==> config.mk <==
export PLATFORM = sky130hd
export DESIGN_NAME = hps_top
export DESIGN_NICKNAME = d
export VERILOG_FILES = /design/src/hps_pkg.sv /design/src/hps_port.sv /design/src/hps_top.sv
export SDC_FILE = /design/constraint.sdc
export NUM_CORES = 1
export LEC_CHECK = 0
export ABC_AREA = 1
export BUFFER_PORTS_ARGS = -buffer_cell sky130_fd_sc_hd__buf_2
export CAP_MARGIN = 5
export CORE_UTILIZATION = 43
export DETAILED_ROUTE_END_ITERATION = 12
export GPL_ROUTABILITY_DRIVEN = 0
export PLACE_DENSITY = 0.66
export SETUP_SLACK_MARGIN = 0.5
export SYNTH_ARGS = -nofsm -noshare
export SYNTH_HDL_FRONTEND = slang
export SYNTH_SLANG_ARGS = --single-unit
==> constraint.sdc <==
create_clock -name mclk -period 1.5 [get_ports mclk]
set_clock_uncertainty 0.1 [all_clocks]
set_input_delay 0.075 -clock mclk [delete_from_list [all_inputs] [get_ports mclk]]
set_output_delay 0.075 -clock mclk [all_outputs]
set_load 0.1 [all_outputs]
==> src/hps_pkg.sv <==
package hps_pkg;
    // Register byte addresses on the plain port (status offsets are chosen).
    localparam logic [7:0] PORT_E_STATUS_ADDR  = 8'hCB;
    localparam logic [7:0] PORT_E_CONTROL_ADDR = 8'hCC;
    localparam logic [7:0] PORT_E_DATA_ADDR    = 8'hC8;
    localparam logic [7:0] PORT_F_STATUS_ADDR  = 8'hDB;
    localparam logic [7:0] PORT_F_CONTROL_ADDR = 8'hDC;
    localparam logic [7:0] PORT_F_DATA_ADDR    = 8'hD8;
    // Status field positions.
    localparam int ST_RXFULL_BIT  = 7;
    localparam int ST_RXCODE_HI   = 6;
    localparam int ST_OVERRUN_BIT = 5;
    localparam int ST_RXCODE_LO   = 4;
    localparam int ST_TXFULL_BIT  = 3;
    localparam int ST_CAUSE_HI    = 2;
    localparam int ST_CAUSE_LO    = 1;
    localparam int ST_SHORT_BIT   = 0;
    // Control command and mode fields.
    localparam int CT_CMD_HI = 7;
    localparam int CT_CMD_LO = 6;
    localparam int CT_MODE_HI = 3;
    localparam int CT_MODE_LO = 2;
    localparam logic [1:0] CMD_NONE  = 2'h0;
    localparam logic [1:0] CMD_HUNT  = 2'h1;
    localparam logic [1:0] CMD_NOP   = 2'h2;
    localparam logic [1:0] CMD_ABORT = 2'h3;
    // Transmit interrupt causes.
    localparam logic [1:0] CAUSE_EMPTY = 2'h0;
    localparam logic [1:0] CAUSE_CRC   = 2'h1;
    localparam logic [1:0] CAUSE_ABORT = 2'h2;
    localparam logic [1:0] CAUSE_FLAG  = 2'h3;
    // Receive codes.
    localparam logic [1:0] RX_DATA    = 2'h0;
    localparam logic [1:0] RX_ABORTED = 2'h1;
    localparam logic [1:0] RX_GOOD    = 2'h2;
    localparam logic [1:0] RX_BAD     = 2'h3;
    // Line patterns and reset values.
    localparam logic [7:0] FLAG_PATTERN  = 8'h7E;
    localparam logic [3:0] ABORT_ONES    = 4'h8;
    localparam logic [7:0] CONTROL_RESET = 8'h00;
    localparam logic [1:0] MODE_ASYNC    = 2'h0;
endpackage

==> src/hps_port.sv <==
// Design decision made here: the plain strobed port.
`timescale 1ns/1ps
// Operation
// - Overrun sets when a received byte is lost; a receive buffer read clears it.
// - Transmit full shows held byte; taking it interrupts unless marked frame end.
// - Transmit buffer write or any status write clears the transmit interrupt.
// - Cause 00 means transmit buffer became empty.
// - End of CRC sends interrupt with cause 01.
// - Data written after CRC interrupt gets exactly one flag, no flag interrupt.
// - End of abort sends interrupt with cause 10.
// - Closing flag gives cause 11; later data gets at least two flags.
// - Width bit reads 0 when buffered received byte has eight bits.
// - Command 01 forces flag search in HDLC mode; 10 does nothing.
// - Command 11 sends an abort in HDLC mode.
// - Receive code: 00 data, 01 aborted, 10 good CRC, 11 bad CRC.
module hps_port (
    // Clock and reset.
    input  wire logic       mclk,
    input  wire logic       sys_rst,
    // Register port for this serial port.
    input  wire logic       st_wr,
    input  wire logic       ct_wr,
    input  wire logic       tx_wr,
    input  wire logic       rx_rd,
    input  wire logic [7:0] wdata,
    output logic      [7:0] status,
    output logic      [7:0] control,
    output logic      [7:0] rx_data,
    // Transmit side.
    input  wire logic       tx_last,
    output logic            tx_line,
    output logic            tx_irq,
    // Receive events from the deframer.
    input  wire logic       rx_byte_stb,
    input  wire logic [7:0] rx_byte,
    input  wire logic [1:0] rx_code,
    input  wire logic       rx_short,
    output logic            rx_hunt
);
    typedef enum logic [4:0] {
        HPS_IDLE  = 5'b00001,
        HPS_DATA  = 5'b00010,
        HPS_CRC   = 5'b00100,
        HPS_FLAG  = 5'b01000,
        HPS_ABORT = 5'b10000
    } hps_tx_t;

    hps_tx_t    state_reg;
    logic [7:0] ctl_reg, txbuf_reg, shift_reg, rxbuf_reg;
    logic       txfull_reg, txlast_reg, cur_last_reg, irq_reg, rxfull_reg;
    logic       overrun_reg, short_reg, abort_req_reg, after_crc_reg;
    logic [1:0] cause_reg, rxcode_reg;
    logic [3:0] bit_reg;
    logic [1:0] flags_reg;
    logic       hdlc, take, bit_done, set_irq;
    logic [1:0] set_cause;

    assign hdlc = ctl_reg[hps_pkg::CT_MODE_HI:hps_pkg::CT_MODE_LO] != hps_pkg::MODE_ASYNC;
    assign bit_done = bit_reg == 4'h7;
    // Byte boundary where the transmitter may take a buffered byte.
    assign take = txfull_reg && bit_done && !abort_req_reg &&
                  ((state_reg == HPS_DATA) ||
                   (state_reg == HPS_IDLE && flags_reg == 2'h0));

    always_ff @(posedge mclk) begin
        if (sys_rst) begin
            ctl_reg <= hps_pkg::CONTROL_RESET;
        end else if (ct_wr) begin
            ctl_reg <= {hps_pkg::CMD_NONE, wdata[5:0]};
        end
    end

    always_ff @(posedge mclk) begin
        if (sys_rst) begin
            rx_hunt <= 1'b0;
        end else begin
            rx_hunt <= ct_wr && wdata[hps_pkg::CT_CMD_HI:hps_pkg::CT_CMD_LO] == hps_pkg::CMD_HUNT
                       && wdata[hps_pkg::CT_MODE_HI:hps_pkg::CT_MODE_LO] != hps_pkg::MODE_ASYNC;
        end
    end

    always_ff @(posedge mclk) begin
        if (sys_rst) begin
            abort_req_reg <= 1'b0;
        end else if (ct_wr && hdlc &&
                     wdata[hps_pkg::CT_CMD_HI:hps_pkg::CT_CMD_LO] == hps_pkg::CMD_ABORT) begin
            abort_req_reg <= 1'b1;
        end else if (bit_done) begin
            abort_req_reg <= 1'b0;
        end
    end

    always_ff @(posedge mclk) begin
        if (sys_rst) begin
            txfull_reg <= 1'b0;
            txbuf_reg  <= 8'h00;
            txlast_reg <= 1'b0;
        end else if (tx_wr) begin
            txfull_reg <= 1'b1;
            txbuf_reg  <= wdata;
            txlast_reg <= tx_last;
        end else if (take) begin
            txfull_reg <= 1'b0;
        end
    end

    // Transmit sequencer; one serial bit per clock, a byte every eight.
    // flag and abort patterns
    always_ff @(posedge mclk) begin
        if (sys_rst) begin
            state_reg     <= HPS_IDLE;
            bit_reg       <= 4'h0;
            shift_reg     <= hps_pkg::FLAG_PATTERN;
            flags_reg     <= 2'h0;
            cur_last_reg  <= 1'b0;
            after_crc_reg <= 1'b0;
        end else begin
            bit_reg   <= bit_done ? 4'h0 : bit_reg + 4'h1;
            shift_reg <= {1'b0, shift_reg[7:1]};
            if (bit_done) begin
                if (abort_req_reg) begin
                    state_reg <= HPS_ABORT;
                    shift_reg <= 8'hFF;
                end else if (take) begin
                    state_reg    <= HPS_DATA;
                    shift_reg    <= txbuf_reg;
                    cur_last_reg <= txlast_reg;
                end else begin
                    case (state_reg)
                        HPS_DATA: begin
                            state_reg <= cur_last_reg ? HPS_CRC : HPS_ABORT;
                            shift_reg <= cur_last_reg ? 8'h00 : 8'hFF;
                        end
                        HPS_CRC: begin
                            state_reg     <= HPS_IDLE;
                            shift_reg     <= hps_pkg::FLAG_PATTERN;
                            flags_reg     <= 2'h0;
                            after_crc_reg <= 1'b1;
                        end
                        HPS_ABORT, HPS_IDLE: begin
                            state_reg     <= HPS_IDLE;
                            shift_reg     <= hps_pkg::FLAG_PATTERN;
                            // A closing flag holds new data off for one more flag.
                            flags_reg     <= (state_reg == HPS_ABORT || after_crc_reg) ?
                                             2'h1 : 2'h0;
                            after_crc_reg <= 1'b0;
                        end
                        default: state_reg <= HPS_IDLE;
                    endcase
                end
            end
        end
    end

    always_comb begin
        set_irq   = 1'b0;
        set_cause = hps_pkg::CAUSE_EMPTY;
        if (take && !txlast_reg) begin
            set_irq = 1'b1;
        end else if (bit_done && state_reg == HPS_CRC) begin
            set_irq   = 1'b1;
            set_cause = hps_pkg::CAUSE_CRC;
        end else if (bit_done && state_reg == HPS_ABORT) begin
            set_irq   = 1'b1;
            set_cause = hps_pkg::CAUSE_ABORT;
        end else if (bit_done && state_reg == HPS_IDLE && after_crc_reg && !txfull_reg
                     && flags_reg == 2'h0 && !irq_reg) begin
            // Idle fill flags stay silent; only the flag after a frame's CRC interrupts.
            // closing flag cause
            set_irq   = 1'b1;
            set_cause = hps_pkg::CAUSE_FLAG;
        end
    end

    always_ff @(posedge mclk) begin
        if (sys_rst) begin
            irq_reg   <= 1'b0;
            cause_reg <= hps_pkg::CAUSE_EMPTY;
        end else if (set_irq) begin
            irq_reg   <= 1'b1;
            cause_reg <= set_cause;
        end else if (tx_wr || st_wr) begin
            irq_reg <= 1'b0;
        end
    end

    always_ff @(posedge mclk) begin
        if (sys_rst) begin
            rxfull_reg  <= 1'b0;
            overrun_reg <= 1'b0;
            rxbuf_reg   <= 8'h00;
            rxcode_reg  <= hps_pkg::RX_DATA;
            short_reg   <= 1'b0;
        end else if (rx_byte_stb && rxfull_reg && !rx_rd) begin
            overrun_reg <= 1'b1;
        end else if (rx_byte_stb) begin
            rxfull_reg  <= 1'b1;
            rxbuf_reg   <= rx_byte;
            rxcode_reg  <= rx_code;
            short_reg   <= rx_short;
            overrun_reg <= 1'b0;
        end else if (rx_rd) begin
            rxfull_reg  <= 1'b0;
            overrun_reg <= 1'b0;
        end
    end

    assign status  = {rxfull_reg, rxcode_reg[1], overrun_reg, rxcode_reg[0],
                      txfull_reg, cause_reg, short_reg};
    assign control = ctl_reg;
    assign rx_data = rxbuf_reg;
    assign tx_line = shift_reg[0];
    assign tx_irq  = irq_reg;
endmodule

==> src/hps_top.sv <==
`timescale 1ns/1ps
module hps_top (
    // Clock and reset.
    input  wire logic       mclk,
    input  wire logic       sys_rst,
    // Register port.
    input  wire logic [7:0] addr,
    input  wire logic [7:0] wdata,
    input  wire logic       wr,
    input  wire logic       rd,
    output logic      [7:0] rdata,
    // Port E.
    input  wire logic       e_tx_last,
    output logic            e_tx_line,
    output logic            e_tx_irq,
    input  wire logic       e_rx_byte_stb,
    input  wire logic [7:0] e_rx_byte,
    input  wire logic [1:0] e_rx_code,
    input  wire logic       e_rx_short,
    output logic            e_rx_hunt,
    // Port F.
    input  wire logic       f_tx_last,
    output logic            f_tx_line,
    output logic            f_tx_irq,
    input  wire logic       f_rx_byte_stb,
    input  wire logic [7:0] f_rx_byte,
    input  wire logic [1:0] f_rx_code,
    input  wire logic       f_rx_short,
    output logic            f_rx_hunt
);
    logic [7:0] e_st, e_ct, e_rx, f_st, f_ct, f_rx;

    hps_port u_e (
        .mclk(mclk), .sys_rst(sys_rst),
        .st_wr(wr && addr == hps_pkg::PORT_E_STATUS_ADDR),
        .ct_wr(wr && addr == hps_pkg::PORT_E_CONTROL_ADDR),
        .tx_wr(wr && addr == hps_pkg::PORT_E_DATA_ADDR),
        .rx_rd(rd && addr == hps_pkg::PORT_E_DATA_ADDR),
        .wdata(wdata), .status(e_st), .control(e_ct), .rx_data(e_rx),
        .tx_last(e_tx_last), .tx_line(e_tx_line), .tx_irq(e_tx_irq),
        .rx_byte_stb(e_rx_byte_stb), .rx_byte(e_rx_byte), .rx_code(e_rx_code),
        .rx_short(e_rx_short), .rx_hunt(e_rx_hunt)
    );

    hps_port u_f (
        .mclk(mclk), .sys_rst(sys_rst),
        .st_wr(wr && addr == hps_pkg::PORT_F_STATUS_ADDR),
        .ct_wr(wr && addr == hps_pkg::PORT_F_CONTROL_ADDR),
        .tx_wr(wr && addr == hps_pkg::PORT_F_DATA_ADDR),
        .rx_rd(rd && addr == hps_pkg::PORT_F_DATA_ADDR),
        .wdata(wdata), .status(f_st), .control(f_ct), .rx_data(f_rx),
        .tx_last(f_tx_last), .tx_line(f_tx_line), .tx_irq(f_tx_irq),
        .rx_byte_stb(f_rx_byte_stb), .rx_byte(f_rx_byte), .rx_code(f_rx_code),
        .rx_short(f_rx_short), .rx_hunt(f_rx_hunt)
    );

    // Read data stands one cycle after the read strobe; unmapped reads return zero.
    always_ff @(posedge mclk) begin
        if (sys_rst) begin
            rdata <= 8'h00;
        end else if (rd) begin
            case (addr)
                hps_pkg::PORT_E_STATUS_ADDR:  rdata <= e_st;
                hps_pkg::PORT_E_CONTROL_ADDR: rdata <= e_ct;
                hps_pkg::PORT_E_DATA_ADDR:    rdata <= e_rx;
                hps_pkg::PORT_F_STATUS_ADDR:  rdata <= f_st;
                hps_pkg::PORT_F_CONTROL_ADDR: rdata <= f_ct;
                hps_pkg::PORT_F_DATA_ADDR:    rdata <= f_rx;
                default:                      rdata <= 8'h00;
            endcase
        end else begin
            rdata <= 8'h00;
        end
    end
endmodule

==> impl_metrics.toml <==
[hold_path]
hold_end = "rdata[3]"
hp-class = "primary input to register"
hold_start = "rd"
hold_depth = 3

[run_status]
violations = "setup timing"
run_status = "finished with violations"

[synthesis]
synth_cell_types = 38
ys_seq_area_share_pct = 43.5
syn-cell-area_sq_mm = 0.00525
ys_top_cells_by_area = "dfxtp_1 (43%), nand2_1 (13%), a21oi_1 (8.1%)"
syn_area_per_cell_sq_um = 6.97
synth_top_area_share_pct = 43.5
syn_inst = 753
ys_ff_latch = 114
synth_top_area_cell = "dfxtp_1"
syn_nets = 801
ys_warn_count = 0

[worst_setup_path]
worstPathCellList = "ha_4 > nand2_4 > nor2_4 > nand2_4 > nor2_4 > nand3_2 > inv_2 > nor2_2 > nor2_1 > nor2_1"
start_kind = "register"
startpoint = "u_f.bit_reg[1]"
critical-path-max-stage-delay_ps = 340
reg2reg_slack_ps = -130
worst_setup_path_end_kind = "register"
path_delay_family = "simple AND/OR/NAND/NOR gates"
critPathMaxFanout = 4
worst_ep_arrival_time_ps = 1830
worst-setup-path-type = "register to register"
crit_required_ps = 1710
reg2reg_depth = 10
rr_startpoint = "u_f.bit_reg[1]"
crit_buf_inv = 1
r2r-end = "u_f.cause_reg[0]"
cpMaxStageDelayCell = "dfxtp_2"

[timing]
holdWs_ps = 30.2
setup_violations = 31
tightest_slew_ps = 669
tns_ps = -2040
fin_ws_ps = -126
finalCritPeriodShare_pct = 108
slew_headroom_pct = 55.4
fmax_mhz = 615
period_needed_ps = 1630
rsz0062_at_grt = "yes"
hold_viol = 0
drv_slew = 0

[floorplanning]
start_util_pct = 45.0
ios = 60
core-area_sq_mm = 0.0117
rows = 39
die_h_microns = 112
die-area_sq_mm = 0.0127
fp.dieW_microns = 112

[power_and_ir_drop]
netSwitchingPower_w = 0.00187
power_frac_clock_pct = 51.8
cellInternalPower_w = 0.00619
vdd_drop_max_v = 0.000893
cellPowerDensity_mw_per_mm2 = 976
p_sw_share_pct = 23.2
leakage_nw = 3.54
comb_power_share_pct = 8.5
pwr-share-seq_pct = 39.7

[clock_network]
cts_tree = "done"
cts_root_buf = "clkbuf_16"
path_clk_slew_ps = 50
clkLatencyLatePin_ps = 420
htree_levels = 4
cts_buffer_depth = 2
cts_made_buffers = 17
clock_sinks = 114

[detailed_routing]
drtIter0Drc = 301
via_count = 5671
routed_via_density = 5.31
firstDrtPassIters = 5
route.detailed.drc = 0
antenna_left = 0
wire_per_inst_microns = 15.7
drt-total-wl_mm = 16.8

[final_layout]
antenna_cells = 0
utilization_pct = 70.8
drive_above_1_share_pct = 39.2
syn2layout_area_growth_pct = 57.2
final_net_count = 961
stdcell_area_sq_mm = 0.00825
register_area_sq_mm = 0.00233
fill_cells = 868
multi_input_area_sq_mm = 0.00335

[global_route]
overflow = 0
grt_usage_pct = 25.8
grt_pass1_vias = 5411
grt_max_degree = 25
grt_first_pass_wirelength_mm = 25.5
grt_antenna_before_repair = 0

[placement]
dpl_cell_area_sq_mm = 0.00615
io_buffer_count = 59
dpl.hpwl_mm = 9.61
place_ws_ps = -103

[run]
maxCapViolCount = 0
## worst max-delay path by stage
stage | endpoint | slack [ps] | depth (start not counted)
final | u_f.cause_reg[0] | -130 | 10
after global routing | u_f.shift_reg[6] | -200 | 9
after CTS | u_f.cause_reg[0] | -40 | 10
after detailed placement | u_e.shift_reg[3] | -100 | 7
after global placement | u_e.shift_reg[3] | -20 | 7
after floorplan | u_f.txfull_reg | 60 | 9
## cell families (layout without fill, tap and decap cells)
logic type	after synthesis	count (layout)	share of synthesized area (%)
buffers and inverters	110	274	9.22
AND/OR/NAND/NOR	391	399	33.3
adder cells (fa/ha/maj)	2	2	0.477
AO/OA/AOI/OAI	136	136	13.6
flip-flops	114	114	43.5
## tightest hold or removal path, stage by stage
cell and delay [ps]:
buf_2 170, nand2_2 190, a21oi_2 60
## final cells by class
type	instances	area share [%]
clock buffers	21	5.84
clock inverters	10	1.58
inverters	81	3.90
multi-input cells	537	40.5
flip-flops and latches	114	28.2
well taps	143	2.17
repair buffers	161	17.7
repair inverters	1	0.0910
## synthesized netlist by cell type
library cell  count
nand2_1         180
o32ai_1           1
buf_2             9
nand3_1          59
nand3_2           2
and2_1            2
nand4_1           4
nand3_4           1
nand3b_1         13
ha_1              2
o21ai_2           1
buf_4             4
or2_2             1
clkbuf_1          8
and2_4            2
o21ai_0          40
nor2_4            5
a22oi_1           1
nor2_1          104
a21oi_1          85
o31ai_1           1
dfxtp_1         114
inv_1            79
a31oi_1           1
nand2_4           3
buf_1             3
buf_8             2
buf_6             3
nor3_2            2
o221ai_1          1
a211oi_2          1
nor3_1            2
o21a_1            1
inv_2             2
a21oi_2           1
nor2_2            3
o21ai_1           2
nand2_2           8
## metal layers
layer | GRT usage [%] | vias to the layer above | share of wire (%)
met5 | 0 | - | 0
met4 | 11.5 | 0 | 2.7
met3 | 5.72 | 52 | 4.9
met2 | 44.6 | 199 | 50
met1 | 30.8 | 2660 | 42
li1 | - | 2760 | -
## stage by stage
step	power (W)	cells
after floorplan	0.00358	753
after detailed placement	0.00374	967
after global placement	0.00372	967
final	0.00806	1068
after CTS	0.00798	1057
after global routing	0.00829	1068
## power by group through the flow
stage | Sequential (W) | Combinational, W | Clock, W
6_report | 0.00320 | 0.000683 | 0.00418
5_1_grt | 0.00320 | 0.000737 | 0.00435
4_1_cts | 0.00318 | 0.000608 | 0.00419
3_5_place_dp | 0.00324 | 0.000501 | 0
3_3_place_gp | 0.00324 | 0.000486 | 0
2_1_floorplan | 0.00325 | 0.000322 | 0
## cells in the final DEF, fill, tap and decap left out, types with 6 or more instances in the layout
cell type,netlist,final
nand3_1,59,33
inv_1,79,66
nor2_2,3,12
nand3b_1,13,13
nand3_2,2,23
dfxtp_2,0,22
buf_6,3,18
nand2_4,3,17
o21ai_2,1,17
buf_12,0,16
inv_2,2,9
clkbuf_16,0,18
buf_4,4,51
a21oi_2,1,34
dfxtp_1,114,87
o21ai_0,40,16
o21ai_1,2,9
nand2_1,180,160
nand3_4,1,6
nor2_1,104,85
buf_2,9,41
nor2_4,5,15
nand2_2,8,12
nand2_8,0,10
dlygate4sd3_1,0,34
a21oi_1,85,51
## timing repair
action | in CTS | in global routing
gates cloned | 7 | 2
gates resized for setup | 143 | 101
endpoints found under the setup margin | 84 | 93
hold endpoints to repair | 58 | 0
hold buffers | 34 | 0
setup buffers | 18 | 9
pin swaps | 27 | 34
No activity file was read; power rests on OpenSTA's default activity.
